## src/inc/emo_pkg.sv

```systemverilog
// Constants, register map and CRC helper for the frame options MAC
package emo_pkg;
    localparam logic [7:0] REG_CTRL = 8'h00;
    localparam logic [7:0] REG_STATUS = 8'h04;
    localparam logic [7:0] REG_TX_FRAMES = 8'h08;
    localparam logic [7:0] REG_RX_GOOD = 8'h0c;
    localparam logic [7:0] REG_RX_BAD = 8'h10;
    localparam logic [7:0] REG_RX_OCTETS = 8'h14;
    localparam int CTRL_CRC_BIT = 0;
    localparam int CTRL_PASS_BIT = 1;
    localparam int CTRL_ALIGN_BIT = 2;
    localparam logic [2:0] CTRL_RESET = 3'h5;
    localparam logic [7:0] PRE_BYTE = 8'h55;
    localparam logic [7:0] SFD_BYTE = 8'hd5;
    localparam logic [2:0] PRE_LAST = 3'h6;
    localparam logic [1:0] FCS_LAST = 2'h3;
    localparam logic [31:0] CRC_INIT = 32'hffffffff;
    localparam logic [31:0] CRC_POLY = 32'hedb88320;
    localparam logic [31:0] CRC_RESIDUE = 32'hdebb20e3;
    localparam int FIFO_DEPTH = 16;
    localparam int FIFO_WIDTH = 9;

    typedef enum logic [1:0] {TX_IDLE, TX_PRE, TX_DATA, TX_FCS} emo_tx_e;

    function automatic logic [31:0] emo_crc_byte(input logic [31:0] c,
                                                 input logic [7:0] d);
        logic [31:0] r;
        r = c ^ {24'h000000, d};
        for (int i = 0; i < 8; i++) begin
            r = r[0] ? ((r >> 1) ^ CRC_POLY) : (r >> 1);
        end
        return r;
    endfunction : emo_crc_byte
endpackage : emo_pkg

```

## src/rtl/emo_mac.sv

```systemverilog
// Frame options MAC: TX FIFO, preamble/FCS handling, RX alignment, stats
`timescale 1ns/10ps
`default_nettype none

module emo_fifo #(
    parameter int WIDTH = 9,
    parameter int DEPTH = 16
) (
    input wire logic clk,
    input wire logic rst_n,
    input wire logic in_valid,
    output logic in_ready,
    input wire logic [WIDTH-1:0] in_data,
    output logic out_valid,
    input wire logic out_ready,
    output logic [WIDTH-1:0] out_data,
    output logic [$clog2(DEPTH):0] level
);
    localparam int AW = $clog2(DEPTH);
    logic [WIDTH-1:0] mem [DEPTH];
    logic [AW:0] wp;
    logic [AW:0] rp;

    assign level = wp - rp;
    assign in_ready = (level != (AW + 1)'(DEPTH));
    assign out_valid = (wp != rp);
    assign out_data = mem[rp[AW-1:0]];

    always_ff @(posedge clk) begin
        if (in_valid && in_ready) begin
            mem[wp[AW-1:0]] <= in_data;
        end
    end

    always_ff @(posedge clk or negedge rst_n) begin
        if (!rst_n) begin
            wp <= '0;
            rp <= '0;
        end else begin
            if (in_valid && in_ready) begin
                wp <= wp + 1'b1;
            end
            if (out_valid && out_ready) begin
                rp <= rp + 1'b1;
            end
        end
    end
endmodule : emo_fifo

module emo_mac import emo_pkg::*; #(
    parameter bit FLOW_CTRL = 1'b0,
    parameter bit TX_STATS = 1'b1,
    parameter bit RX_STATS = 1'b1
) (
    input wire logic pclk,
    input wire logic presetn,
    input wire logic [7:0] paddr,
    input wire logic psel,
    input wire logic penable,
    input wire logic pwrite,
    input wire logic [31:0] pwdata,
    output logic [31:0] prdata,
    output logic pready,
    output logic pslverr,
    input wire logic [7:0] tx_data,
    input wire logic tx_valid,
    input wire logic tx_last,
    output logic tx_ready,
    output logic [7:0] line_tx_data,
    output logic line_tx_valid,
    output logic line_tx_last,
    input wire logic [7:0] line_rx_data,
    input wire logic line_rx_valid,
    input wire logic line_rx_last,
    output logic [7:0] rx_data,
    output logic rx_valid,
    output logic rx_last,
    output logic rx_fcs_error,
    output logic [1:0] tx_stat_inc,
    output logic [1:0] rx_stat_inc,
    output logic rx_good_octet_count_increment
);
    logic [2:0] ctrl;
    logic crc_ins;
    logic ctrl_pass;
    logic ctrl_align;
    logic f_valid;
    logic f_ready;
    logic [8:0] f_data;
    logic f_in_ready;
    logic [4:0] f_level;
    emo_tx_e tx_state;
    logic [2:0] pre_cnt;
    logic [1:0] fcs_cnt;
    logic [31:0] tx_crc;
    logic tx_in_data;
    logic rx_in_data;
    logic s0_valid, s0_last, s0_crc_en, s0_fwd;
    logic [7:0] s0_data;
    logic s1_fwd, s1_last;
    logic [7:0] s1_data;
    logic [31:0] rx_crc;
    logic rx_err;
    logic [15:0] rx_frame_octets;
    logic [31:0] cnt_tx_frames, cnt_rx_good, cnt_rx_bad, cnt_rx_octets;
    logic [31:0] next_rdata;
    logic mapped;

    assign crc_ins = ctrl[CTRL_CRC_BIT] | FLOW_CTRL;
    assign ctrl_pass = ctrl[CTRL_PASS_BIT];
    assign ctrl_align = ctrl[CTRL_ALIGN_BIT];

    // APB slave: no wait states; pready and read data come from flops set in the setup phase
    always_comb begin
        mapped = 1'b1;
        next_rdata = 32'h00000000;
        case (paddr)
            REG_CTRL: next_rdata = {29'h0, ctrl};
            REG_STATUS: next_rdata = {25'h0, f_level, rx_in_data,
                                      tx_state != TX_IDLE};
            REG_TX_FRAMES: next_rdata = cnt_tx_frames;
            REG_RX_GOOD: next_rdata = cnt_rx_good;
            REG_RX_BAD: next_rdata = cnt_rx_bad;
            REG_RX_OCTETS: next_rdata = cnt_rx_octets;
            default: mapped = 1'b0;
        endcase
    end

    always_ff @(posedge pclk or negedge presetn) begin
        if (!presetn) begin
            pready <= 1'b0;
            pslverr <= 1'b0;
            prdata <= 32'h00000000;
        end else begin
            pready <= psel && !penable;
            pslverr <= psel && !penable && !mapped;
            if (psel && !penable) begin
                prdata <= pwrite ? 32'h00000000 : next_rdata;
            end
        end
    end

    always_ff @(posedge pclk or negedge presetn) begin
        if (!presetn) begin
            ctrl <= CTRL_RESET;
        end else if (psel && penable && pready && pwrite
                     && paddr == REG_CTRL) begin
            ctrl <= pwdata[2:0];
        end
    end

    emo_fifo #(.WIDTH(FIFO_WIDTH), .DEPTH(FIFO_DEPTH)) u_txq (
        .clk(pclk),
        .rst_n(presetn),
        .in_valid(tx_valid),
        .in_ready(f_in_ready),
        .in_data({tx_last, tx_data}),
        .out_valid(f_valid),
        .out_ready(f_ready),
        .out_data(f_data),
        .level(f_level)
    );

    assign tx_ready = f_in_ready;
    // Drain stalls during preamble and FCS, so the queue really fills
    assign f_ready = (tx_state == TX_DATA);

    always_ff @(posedge pclk or negedge presetn) begin
        if (!presetn) begin
            tx_state <= TX_IDLE;
            pre_cnt <= 3'h0;
            fcs_cnt <= 2'h0;
            tx_crc <= CRC_INIT;
            tx_in_data <= 1'b0;
            line_tx_data <= 8'h00;
            line_tx_valid <= 1'b0;
            line_tx_last <= 1'b0;
        end else begin
            line_tx_valid <= 1'b0;
            line_tx_last <= 1'b0;
            case (tx_state)
                TX_IDLE: begin
                    tx_crc <= CRC_INIT;
                    pre_cnt <= 3'h0;
                    fcs_cnt <= 2'h0;
                    tx_in_data <= !ctrl_pass;
                    if (f_valid) begin
                        tx_state <= ctrl_pass ? TX_DATA : TX_PRE;
                    end
                end
                TX_PRE: begin
                    line_tx_valid <= 1'b1;
                    line_tx_data <= PRE_BYTE;
                    pre_cnt <= pre_cnt + 3'h1;
                    if (pre_cnt == PRE_LAST) begin
                        tx_state <= TX_PRE;
                        pre_cnt <= pre_cnt + 3'h1;
                    end
                    if (pre_cnt == PRE_LAST + 3'h1) begin
                        line_tx_data <= SFD_BYTE;
                        tx_state <= TX_DATA;
                    end
                end
                TX_DATA: begin
                    if (f_valid) begin
                        line_tx_valid <= 1'b1;
                        line_tx_data <= f_data[7:0];
                        if (tx_in_data) begin
                            tx_crc <= emo_crc_byte(tx_crc, f_data[7:0]);
                        end else if (f_data[7:0] == SFD_BYTE) begin
                            tx_in_data <= 1'b1;
                        end
                        if (f_data[8]) begin
                            line_tx_last <= !crc_ins;
                            tx_state <= crc_ins ? TX_FCS : TX_IDLE;
                        end
                    end
                end
                TX_FCS: begin
                    line_tx_valid <= 1'b1;
                    line_tx_data <= ~tx_crc[8*fcs_cnt +: 8];
                    fcs_cnt <= fcs_cnt + 2'h1;
                    if (fcs_cnt == FCS_LAST) begin
                        line_tx_last <= 1'b1;
                        tx_state <= TX_IDLE;
                    end
                end
                default: tx_state <= TX_IDLE;
            endcase
        end
    end

    always_ff @(posedge pclk or negedge presetn) begin
        if (!presetn) begin
            tx_stat_inc <= 2'h0;
        end else begin
            tx_stat_inc[0] <= (tx_state == TX_DATA && f_valid && f_data[8]
                               && !crc_ins)
                              || (tx_state == TX_FCS && fcs_cnt == FCS_LAST);
            tx_stat_inc[1] <= tx_state == TX_DATA && f_valid;
        end
    end

    // Receive front end: find the delimiter, then stage for the check
    assign s0_fwd = s0_valid && (ctrl_pass || s0_crc_en);
    assign rx_err = s1_last && (rx_crc != CRC_RESIDUE);

    always_ff @(posedge pclk or negedge presetn) begin
        if (!presetn) begin
            rx_in_data <= 1'b0;
            s0_valid <= 1'b0;
            s0_last <= 1'b0;
            s0_crc_en <= 1'b0;
            s0_data <= 8'h00;
            s1_fwd <= 1'b0;
            s1_last <= 1'b0;
            s1_data <= 8'h00;
        end else begin
            if (line_rx_valid) begin
                if (line_rx_last) begin
                    rx_in_data <= 1'b0;
                end else if (!rx_in_data && line_rx_data == SFD_BYTE) begin
                    rx_in_data <= 1'b1;
                end
            end
            s0_valid <= line_rx_valid;
            s0_data <= line_rx_data;
            s0_last <= line_rx_valid && line_rx_last && rx_in_data;
            s0_crc_en <= line_rx_valid && rx_in_data;
            s1_fwd <= s0_fwd;
            s1_data <= s0_data;
            s1_last <= s0_last;
        end
    end

    // Check settles one cycle after the last byte; preamble gap covers reload
    always_ff @(posedge pclk or negedge presetn) begin
        if (!presetn) begin
            rx_crc <= CRC_INIT;
            rx_frame_octets <= 16'h0000;
        end else if (s1_last) begin
            rx_crc <= CRC_INIT;
            rx_frame_octets <= 16'h0000;
        end else if (s0_crc_en) begin
            rx_crc <= emo_crc_byte(rx_crc, s0_data);
            rx_frame_octets <= rx_frame_octets + 16'h0001;
        end
    end

    always_ff @(posedge pclk or negedge presetn) begin
        if (!presetn) begin
            rx_valid <= 1'b0;
            rx_data <= 8'h00;
            rx_last <= 1'b0;
            rx_fcs_error <= 1'b0;
            rx_stat_inc <= 2'h0;
            rx_good_octet_count_increment <= 1'b0;
        end else begin
            if (ctrl_align) begin
                rx_valid <= s1_fwd;
                rx_data <= s1_data;
                rx_last <= s1_last;
            end else begin
                rx_valid <= s0_fwd;
                rx_data <= s0_data;
                rx_last <= s0_last;
            end
            rx_fcs_error <= rx_err;
            rx_stat_inc <= {rx_err, s1_last && !rx_err};
            rx_good_octet_count_increment <= s1_last && !rx_err;
        end
    end

    generate
        if (TX_STATS) begin : g_tx_stats
            always_ff @(posedge pclk or negedge presetn) begin
                if (!presetn) begin
                    cnt_tx_frames <= 32'h00000000;
                end else if (tx_stat_inc[0]) begin
                    cnt_tx_frames <= cnt_tx_frames + 32'h00000001;
                end
            end
        end else begin : g_no_tx_stats
            assign cnt_tx_frames = 32'h00000000;
        end
        if (RX_STATS) begin : g_rx_stats
            always_ff @(posedge pclk or negedge presetn) begin
                if (!presetn) begin
                    cnt_rx_good <= 32'h00000000;
                    cnt_rx_bad <= 32'h00000000;
                    cnt_rx_octets <= 32'h00000000;
                end else if (s1_last) begin
                    if (rx_err) begin
                        cnt_rx_bad <= cnt_rx_bad + 32'h00000001;
                    end else begin
                        cnt_rx_good <= cnt_rx_good + 32'h00000001;
                        cnt_rx_octets <= cnt_rx_octets
                                         + {16'h0000, rx_frame_octets};
                    end
                end
            end
        end else begin : g_no_rx_stats
            assign cnt_rx_good = 32'h00000000;
            assign cnt_rx_bad = 32'h00000000;
            assign cnt_rx_octets = 32'h00000000;
        end
    endgenerate

    property p_flow_crc;
        @(posedge pclk) disable iff (!presetn) FLOW_CTRL |-> crc_ins;
    endproperty
    a_flow_crc: assert property (p_flow_crc)
        else $error("flow control without crc insertion");

    property p_tx_pre;
        @(posedge pclk) disable iff (!presetn)
            $rose(line_tx_valid) && $past(tx_state == TX_PRE)
            |-> line_tx_data == PRE_BYTE;
    endproperty
    a_tx_pre: assert property (p_tx_pre)
        else $error("frame does not open with preamble");

    property p_tx_fcs;
        @(posedge pclk) disable iff (!presetn)
            tx_state == TX_DATA && f_valid && f_data[8] && crc_ins
            |=> !line_tx_last ##4 line_tx_last;
    endproperty
    a_tx_fcs: assert property (p_tx_fcs)
        else $error("fcs not four bytes after payload");

    property p_tx_nocrc;
        @(posedge pclk) disable iff (!presetn)
            tx_state == TX_DATA && f_valid && f_data[8] && !crc_ins
            |=> line_tx_last ##1 !line_tx_valid;
    endproperty
    a_tx_nocrc: assert property (p_tx_nocrc)
        else $error("bytes sent after payload without crc");

    property p_tx_stat;
        @(posedge pclk) disable iff (!presetn)
            line_tx_last |-> tx_stat_inc[0];
    endproperty
    a_tx_stat: assert property (p_tx_stat)
        else $error("frame end without tx increment");

    property p_rx_strip;
        @(posedge pclk) disable iff (!presetn)
            line_rx_valid && !rx_in_data && !ctrl_pass |=> !s0_fwd;
    endproperty
    a_rx_strip: assert property (p_rx_strip)
        else $error("preamble byte forwarded");

    property p_rx_align;
        @(posedge pclk) disable iff (!presetn)
            ctrl_align && s0_last ##1 ctrl_align
            |=> rx_last && rx_fcs_error == $past(rx_err);
    endproperty
    a_rx_align: assert property (p_rx_align)
        else $error("fcs error not aligned with eop");

    property p_rx_noalign;
        @(posedge pclk) disable iff (!presetn)
            !ctrl_align && s0_last |=> rx_last && !rx_fcs_error;
    endproperty
    a_rx_noalign: assert property (p_rx_noalign)
        else $error("unaligned eop timing wrong");

    property p_rx_stat;
        @(posedge pclk) disable iff (!presetn)
            rx_fcs_error |-> rx_stat_inc[1] && !rx_good_octet_count_increment;
    endproperty
    a_rx_stat: assert property (p_rx_stat)
        else $error("bad frame increment missing");
endmodule : emo_mac

`default_nettype wire

```

## config.mk

```make
export PLATFORM = sky130hd
export DESIGN_NAME = emo_mac
export DESIGN_NICKNAME = d
export VERILOG_FILES = /design/src/inc/emo_pkg.sv /design/src/rtl/emo_mac.sv
export SDC_FILE = /design/constraint.sdc
export NUM_CORES = 1
export LEC_CHECK = 0
export BUFFER_PORTS_ARGS = -buffer_cell sky130_fd_sc_hd__buf_4
export CAP_MARGIN = 20
export CORE_UTILIZATION = 30
export CTS_BUF_LIST = sky130_fd_sc_hd__clkbuf_4 sky130_fd_sc_hd__clkbuf_8 sky130_fd_sc_hd__clkbuf_16
export DETAILED_ROUTE_END_ITERATION = 8
export GPL_ROUTABILITY_DRIVEN = 1
export PLACE_DENSITY = 0.56
export SETUP_SLACK_MARGIN = 0.2
export SYNTH_ARGS = -nofsm -noshare
export SYNTH_HDL_FRONTEND = slang
export SYNTH_SLANG_ARGS = --single-unit
```

## constraint.sdc

```tcl
create_clock -name pclk -period 4.65 [get_ports pclk]
set_input_delay 0.2325 -clock pclk [delete_from_list [all_inputs] [get_ports pclk]]
set_output_delay 0.2325 -clock pclk [all_outputs]
set_load 0.03 [all_outputs]
```

-- Word level (Yosys, flattened, before mapping)
Memories as Yosys holds them, arrays and structs flattened.
Cells that the tools add are included.
- logic and storage cells: 190
- output and inout bits: 61
- bits in writable memories: 144
- flip-flop bits (word level): 311
- memories kept: 1
- memory list (name ; words ; bits a word ; rd ports ; clocked after Yosys merged registers in ; wr ports ; line ; RTL):
    u_txq.mem ; 16 ; 9 ; 1 ; 0 ; 1 ; emo_mac.sv:20 ; logic [WIDTH-1:0] mem [DEPTH];
- muxes and demuxes: 57
- bitwise operators: 20
- shift operators: 1
- equal/unequal tests: 22
- add/subtract/negate cells: 10
- reduce and logical (&&, ||, !) cells: 44
- operators by type and width (cell ; number):
    32-bit 2-to-1 mux ; 21
    13-bit NOT with 14-bit output ; 16
    32-bit case mux with 6 select lines ; 1
    32-bit by 1-bit adder with 32-bit output (second input constant) ; 3
    32-bit case mux with 2 select lines ; 1
    32-bit by 8-bit bitwise XOR with 32-bit output ; 2
    32-bit by 16-bit adder with 32-bit output ; 1
    16-bit 2-to-1 mux ; 2
    32-bit inequality test (second input constant) ; 1
    32-bit by 6-bit indexed part select with 8-bit output ; 1
    8-bit 2-to-1 mux ; 3
    8-bit case mux with 3 select lines ; 1
    1-bit logical AND ; 18
    16-bit by 1-bit adder with 16-bit output (second input constant) ; 1
    8-bit by 4-bit equality test with 1-bit output (second input constant) ; 2
    8-bit by 5-bit equality test with 1-bit output (second input constant) ; 2
    8-bit equality test (second input constant) ; 2
    2-bit 2-to-1 mux ; 8
    1-bit 2-to-1 mux ; 14
    2-bit nonzero test ; 6
    5-bit by 1-bit adder with 5-bit output (second input constant) ; 2
    2-bit AND reduction ; 5
    8-bit by 3-bit equality test with 1-bit output (second input constant) ; 1
    8-bit logical NOT ; 1
    25 further kinds ; 39

-- Depth between registers and ports, before layout
An unclocked memory read counts as a cell.
- depth after elaboration: 21
- mapped depth: 13
- mapped depth without buffers: 11

-- Modules after synthesis
A second synthesis with hierarchy kept.
- cells, all modules: 1674
- area, all modules: 21395.5 um2
- by module, submodules not included (module ; seq. area each (um2) ; area an instance (um2) ; cells each ; instances):
    emo_mac ; 7564.8 ; 15185.8 ; 1389 ; 1
    emo_fifo ; 4574.4 ; 6209.7 ; 285 ; 1

-- Worst setup path before layout
OpenSTA, ideal clock, no wires.
- path kind: register -> register
- from: register u_txq.rp[1]
- to: memory u_txq.mem[12][0] (enable)
- arrival: 3.175 ns
- required time: 4.368 ns
- buffers on the path: 4
- setup time: 0.282 ns
- setup slack: 1.193 ns
- cell stages (with the launch flop): 14
- cell sequence: dfrtp_1 > buf_6 > buf_12 > buf_12 > clkinv_4 > fa_1 > a21o_1 > a21oi_1 > xnor2_1 > or4_1 > and2_1 > clkbuf_1 > and3_1 > and2_1
- longest elaborated chain between the ends: 5
- RTL lines (item ; line ; RTL):
    from (decl) ; emo_mac.sv:22 ; logic [AW:0] rp;
    from (signal assigned) ; emo_mac.sv:44 ; rp <= rp + 1'b1;
    5-bit subtractor ; emo_mac.sv:24 ; assign level = wp - rp;
    5-bit inequality test ; emo_mac.sv:25 ; assign in_ready = (level != (AW + 1)'(DEPTH));
    named net tx_ready ; emo_mac.sv:68 ; output logic tx_ready,
    1-bit logical AND ; emo_mac.sv:30 ; if (in_valid && in_ready) begin
    1-bit 2-to-1 mux ; emo_mac.sv:30 ;
    1-bit 2-to-1 mux (not written as such) ; emo_mac.sv:31 ; mem[wp[AW-1:0]] <= in_data;
    to (decl) ; emo_mac.sv:20 ;
The timed path passes the listed nets, and every way through them passes these cells.

-- Worst setup path after layout
- from: register u_txq.rp[3]
- to: register tx_crc[5]
- longest elaborated chain between the ends: 15
- elaborated cells between the ends (all ways): 19
- RTL lines (item ; line ; RTL):
    memory 16 x 9 bit ; - ;
    32-bit by 8-bit bitwise XOR with 32-bit output ; emo_pkg.sv:28 ; r = c ^ {24'h000000, d};
    32-bit 2-to-1 mux (4 in series) ; emo_pkg.sv:30 ; r = r[0] ? ((r >> 1) ^ CRC_POLY) : (r >> 1);
    13-bit NOT with 14-bit output (no line) ; - ;
    32-bit 2-to-1 mux (3 in series) ; emo_pkg.sv:30 ;
    13-bit NOT with 14-bit output (no line) ; - ;
    32-bit 2-to-1 mux ; emo_pkg.sv:30 ;
    32-bit 2-to-1 mux ; emo_mac.sv:208 ; if (tx_in_data) begin
    32-bit 2-to-1 mux ; emo_mac.sv:205 ; if (f_valid) begin
    32-bit case mux with 2 select lines ; emo_mac.sv:181 ; case (tx_state)
    to (signal assigned) ; emo_mac.sv:209 ; tx_crc <= emo_crc_byte(tx_crc, f_data[7:0]);
    to (decl) ; emo_mac.sv:95 ; logic [31:0] tx_crc;
Parallel ways exist; a longest one is shown, timed or not. The select of a mux whose other input is x is not followed.
A chain may end at the register's enable or synchronous reset.

==> run_results.csv <==
group,metric,value,unit
critical_path,path_buf_inv,3,
critical_path,cp-startpoint,"u_txq.rp[3]$_DFFE_PN0N_",
clocking,clock-sinks,453,
placed_design,dp_slack,1.19,ns
layout,fin_util,0.357,
critical_path,slowest_delay,0.77,ns
critical_path,worstPathArrival,4.02,ns
placed_design,place_inst,2761,
critical_path,crit_family,"simple AND/OR/NAND/NOR gates",
critical_path,required,5.15,ns
critical_path,r2r_start,"u_txq.rp[3]$_DFFE_PN0N_",
floorplanning,pin_count,126,
power_and_ir_drop,power.leakage,10.2,nW
floorplanning,fp-row-count,98,
yosys,syn_area_per_cell,12.2,um^2
yosys,synth_cell_types,72,
clocking,path_clk_slew,0.06,ns
layout,diodes,0,
critical_path,end_kind,"flop",
yosys,yosysSeqAreaShare,0.561,
grt,grt_pass1_vias,14045,
timing,skew,0.0579,ns
placed_design,dp_hpwl,35300,um
route,wirelength,51100,um
floorplanning,die_y,271,um
placed_design,gp_congestion,0.813,
critical_path,path_class,"flop to flop",
route,route.detailed.drc,0,
layout,fin_nets,1991,
timing,slew_viol_final,0,
critical_path,cp_max_fo,58,
critical_path,ff2ff_setup_slack,1.13,ns
critical_path,crit_cells,10,
power_and_ir_drop,power,13.6,mW
run,cap_viol_max_count,0,
yosys,syn_inst,1766,
layout,area_growth,17.8,%
timing,fin_crit,3.52,ns
route,drtPass1Iterations,5,
timing,fmax,0.284,GHz
timing,fin_crit_sh,0.756,
floorplanning,dieWidth,271,um
placed_design,port_buffers,96,
critical_path,rr_endpoint,"tx_crc[5]$_DFFE_PN1P_",
route,vias,13877,
yosys,yosysWarnings,0,
yosys,synth_edf_count,144,
clocking,cts_hold_buf,24,
timing,finalSetupViolations,0,
yosys,synth_nets,1870,
grt,antenna_found_initial,2,
route,wl_per_cell,17.8,um
timing,slew_headroom,0.332,
timing,rsz0062_at_grt,"false",
critical_path,r2r_cells,10,
clocking,htree_levels,2,
clocking,cts-root-buf,"clkbuf_16",
critical_path,crit_end,"tx_crc[5]$_DFFE_PN1P_",
power_and_ir_drop,power_density,535,nW/um^2
clocking,cts_buffers,50,
grt,grt_overflow_total,0,
clocking,post_cts_resized,0,
grt,grt_max_degree,113,
yosys,synth_flop_cell,"dfrtp_1",
min_path,hp-class,"input pin to flop",
grt,grt_pass1_wl,81300,um
critical_path,path_cells,"buf_4 > clkinv_1 > ha_1 > nand4_1 > nor2_1 > nor2_1 > and2_1 > buf_4 > nor3_1 > a31oi_1",
route,drt.antenna.violating_nets,0,
floorplanning,start_util,0.303,
timing,tightest_slew,0.995,ns
layout,fin_cells,2879,
floorplanning,core,71400,um^2
outcome,status,"complete, no violations",
clocking,clk-insertion-delay-late,0.63,ns
yosys,synth_area,21600,um^2
timing,hold_violations,0,
clocking,cts_buffer_depth,3,
power_and_ir_drop,ir_drop,0.304,mV
clocking,cts_tree,"built",
critical_path,start_kind,"flop",
yosys,ys_seq_elements,453,
clocking,cts_setup_buffers,0,
route,routed_via_density,4.82,
yosys,synthArstFlopShare,0.682,
timing,timing.final.ws_setup,1.13,ns
floorplanning,dieArea,73200,um^2
route,drtIter0Drc,1086,
grt,grt_usage,0.140,
timing,setup_tns,0,ns
layout,drive_gt1_frac,0.185,
critical_path,cp_slowest_cell,"nor2_1",
power breakdown:
part           internal [mW]  switching [mW]  total, mW
Sequential              4.49           0.195       4.68
Combinational           2.07            2.50       4.57
Clock                   2.68            1.70       4.38
through the flow:
step	cell area (um^2)	hold WS (ns)
after floorplan	21600	-0.0631
after global placement	23400	0.350
after detailed placement	23400	0.350
after CTS	25500	0.0312
after global routing	25500	0.118
final	25500	0.0722
Yosys cell counts, types with 5 or more instances:
cell type	count	share of area
nand2_1	198	0.034
mux4_1	16	0.019
ha_1	37	0.021
o21a_1	5	0.0017
and3_1	27	0.0078
nand3_1	37	0.0086
nand4_1	33	0.0095
o211ai_1	5	0.0017
nor3b_1	5	0.0017
xor2_1	88	0.036
dfstp_2	66	0.080
a221oi_1	5	0.0020
xnor2_1	185	0.075
a22oi_1	29	0.010
a32o_1	5	0.0023
nor3_1	48	0.011
a22o_1	8	0.0032
or3_1	5	0.0014
a21oi_1	127	0.029
xnor2_4	7	0.0089
a31oi_1	6	0.0017
clkbuf_1	57	0.0099
nand2b_1	8	0.0023
inv_1	24	0.0042
mux4_2	34	0.035
and2_1	21	0.0061
a21o_1	6	0.0021
dfrtp_1	243	0.28
nor2_1	73	0.013
and4_1	11	0.0045
mux2_2	14	0.0073
nor2b_1	5	0.0014
o21ai_0	94	0.022
edfxtp_1	144	0.20
mux2i_1	13	0.0060
tightest hold or removal path: cells and delay by family:
family / cells / cell delay [ns]
XOR/XNOR: 1 / 0.10
buffers and inverters: 1 / 0.08
AND/OR/NAND/NOR: 1 / 0.24
how the worst min path moves through the flow:
stage                    startpoint                         to  slack [ns]  cells past startpoint
floorplan                   presetn  cnt_rx_bad[0]$_DFFE_PN0P_       -0.06                      0
global placement    line_rx_data[1]       s0_data[1]$_DFF_PN0_        0.35                      1
detailed placement  line_rx_data[1]       s0_data[1]$_DFF_PN0_        0.35                      1
CTS                        tx_valid    u_txq.wp[0]$_DFFE_PN0P_        0.03                      3
global route               tx_valid    u_txq.wp[0]$_DFFE_PN0P_        0.12                      3
finish                     tx_valid    u_txq.wp[0]$_DFFE_PN0P_        0.07                      3
cell type report:
cell class / instances / area [um^2]
clock buffer: 63 / 1370
clock inverter: 31 / 495
fill: 6964 / 45900
inverter: 27 / 106
multi-input combinational: 1208 / 8990
sequential: 453 / 12100
tap: 950 / 1190
timing repair buffer: 147 / 1180
sequential cells by signal, summed over array words and instances, names as in the netlist, 8 cells and up:
name and cells:
cnt_rx_good 32, s1_data 8, tx_crc 32, u_txq.mem 144
rx_frame_octets 16, cnt_rx_octets 32, cnt_tx_frames 32, prdata 32
rx_data 8, cnt_rx_bad 32, line_tx_data 8, s0_data 8
rx_crc 32
kinds of logic (layout without fill, tap and decap cells):
group                    Yosys count  in the layout  share of synthesized area
AO/OA/AOI/OAI                    311            311                     0.0842
buffers and inverters            105            268                     0.0241
AND/OR/NAND/NOR                  488            488                      0.108
adder cells (fa/ha/maj)           39             39                     0.0233
XOR/XNOR                         290            290                      0.129
flip-flops                       453            453                      0.561
multiplexers                      80             80                     0.0705
routing by layer:
metal,GRT usage,part of all wire,up-vias
li1,-,-,6585
met4,0.0351,0.017,4
met2,0.213,0.44,264
met5,0,0.00061,-
met1,0.198,0.48,6958
met3,0.0359,0.063,66
cells in the final DEF, fill, tap and decap left out, types with 16 or more instances in the layout:
master and count:
dfrtp_1 242, nand2_1 198, xnor2_1 185, edfxtp_1 144
a21oi_1 127, buf_4 121, o21ai_0 94, xor2_1 88
nor2_1 73, dfstp_2 66, clkbuf_16 50, nor3_1 48
nand3_1 37, ha_1 37, mux4_2 34, nand4_1 33
a22oi_1 29, and3_1 27, inv_1 24, dlygate4sd3_1 24
and2_1 21, mux4_1 16
(Power assumes the default switching activity.)
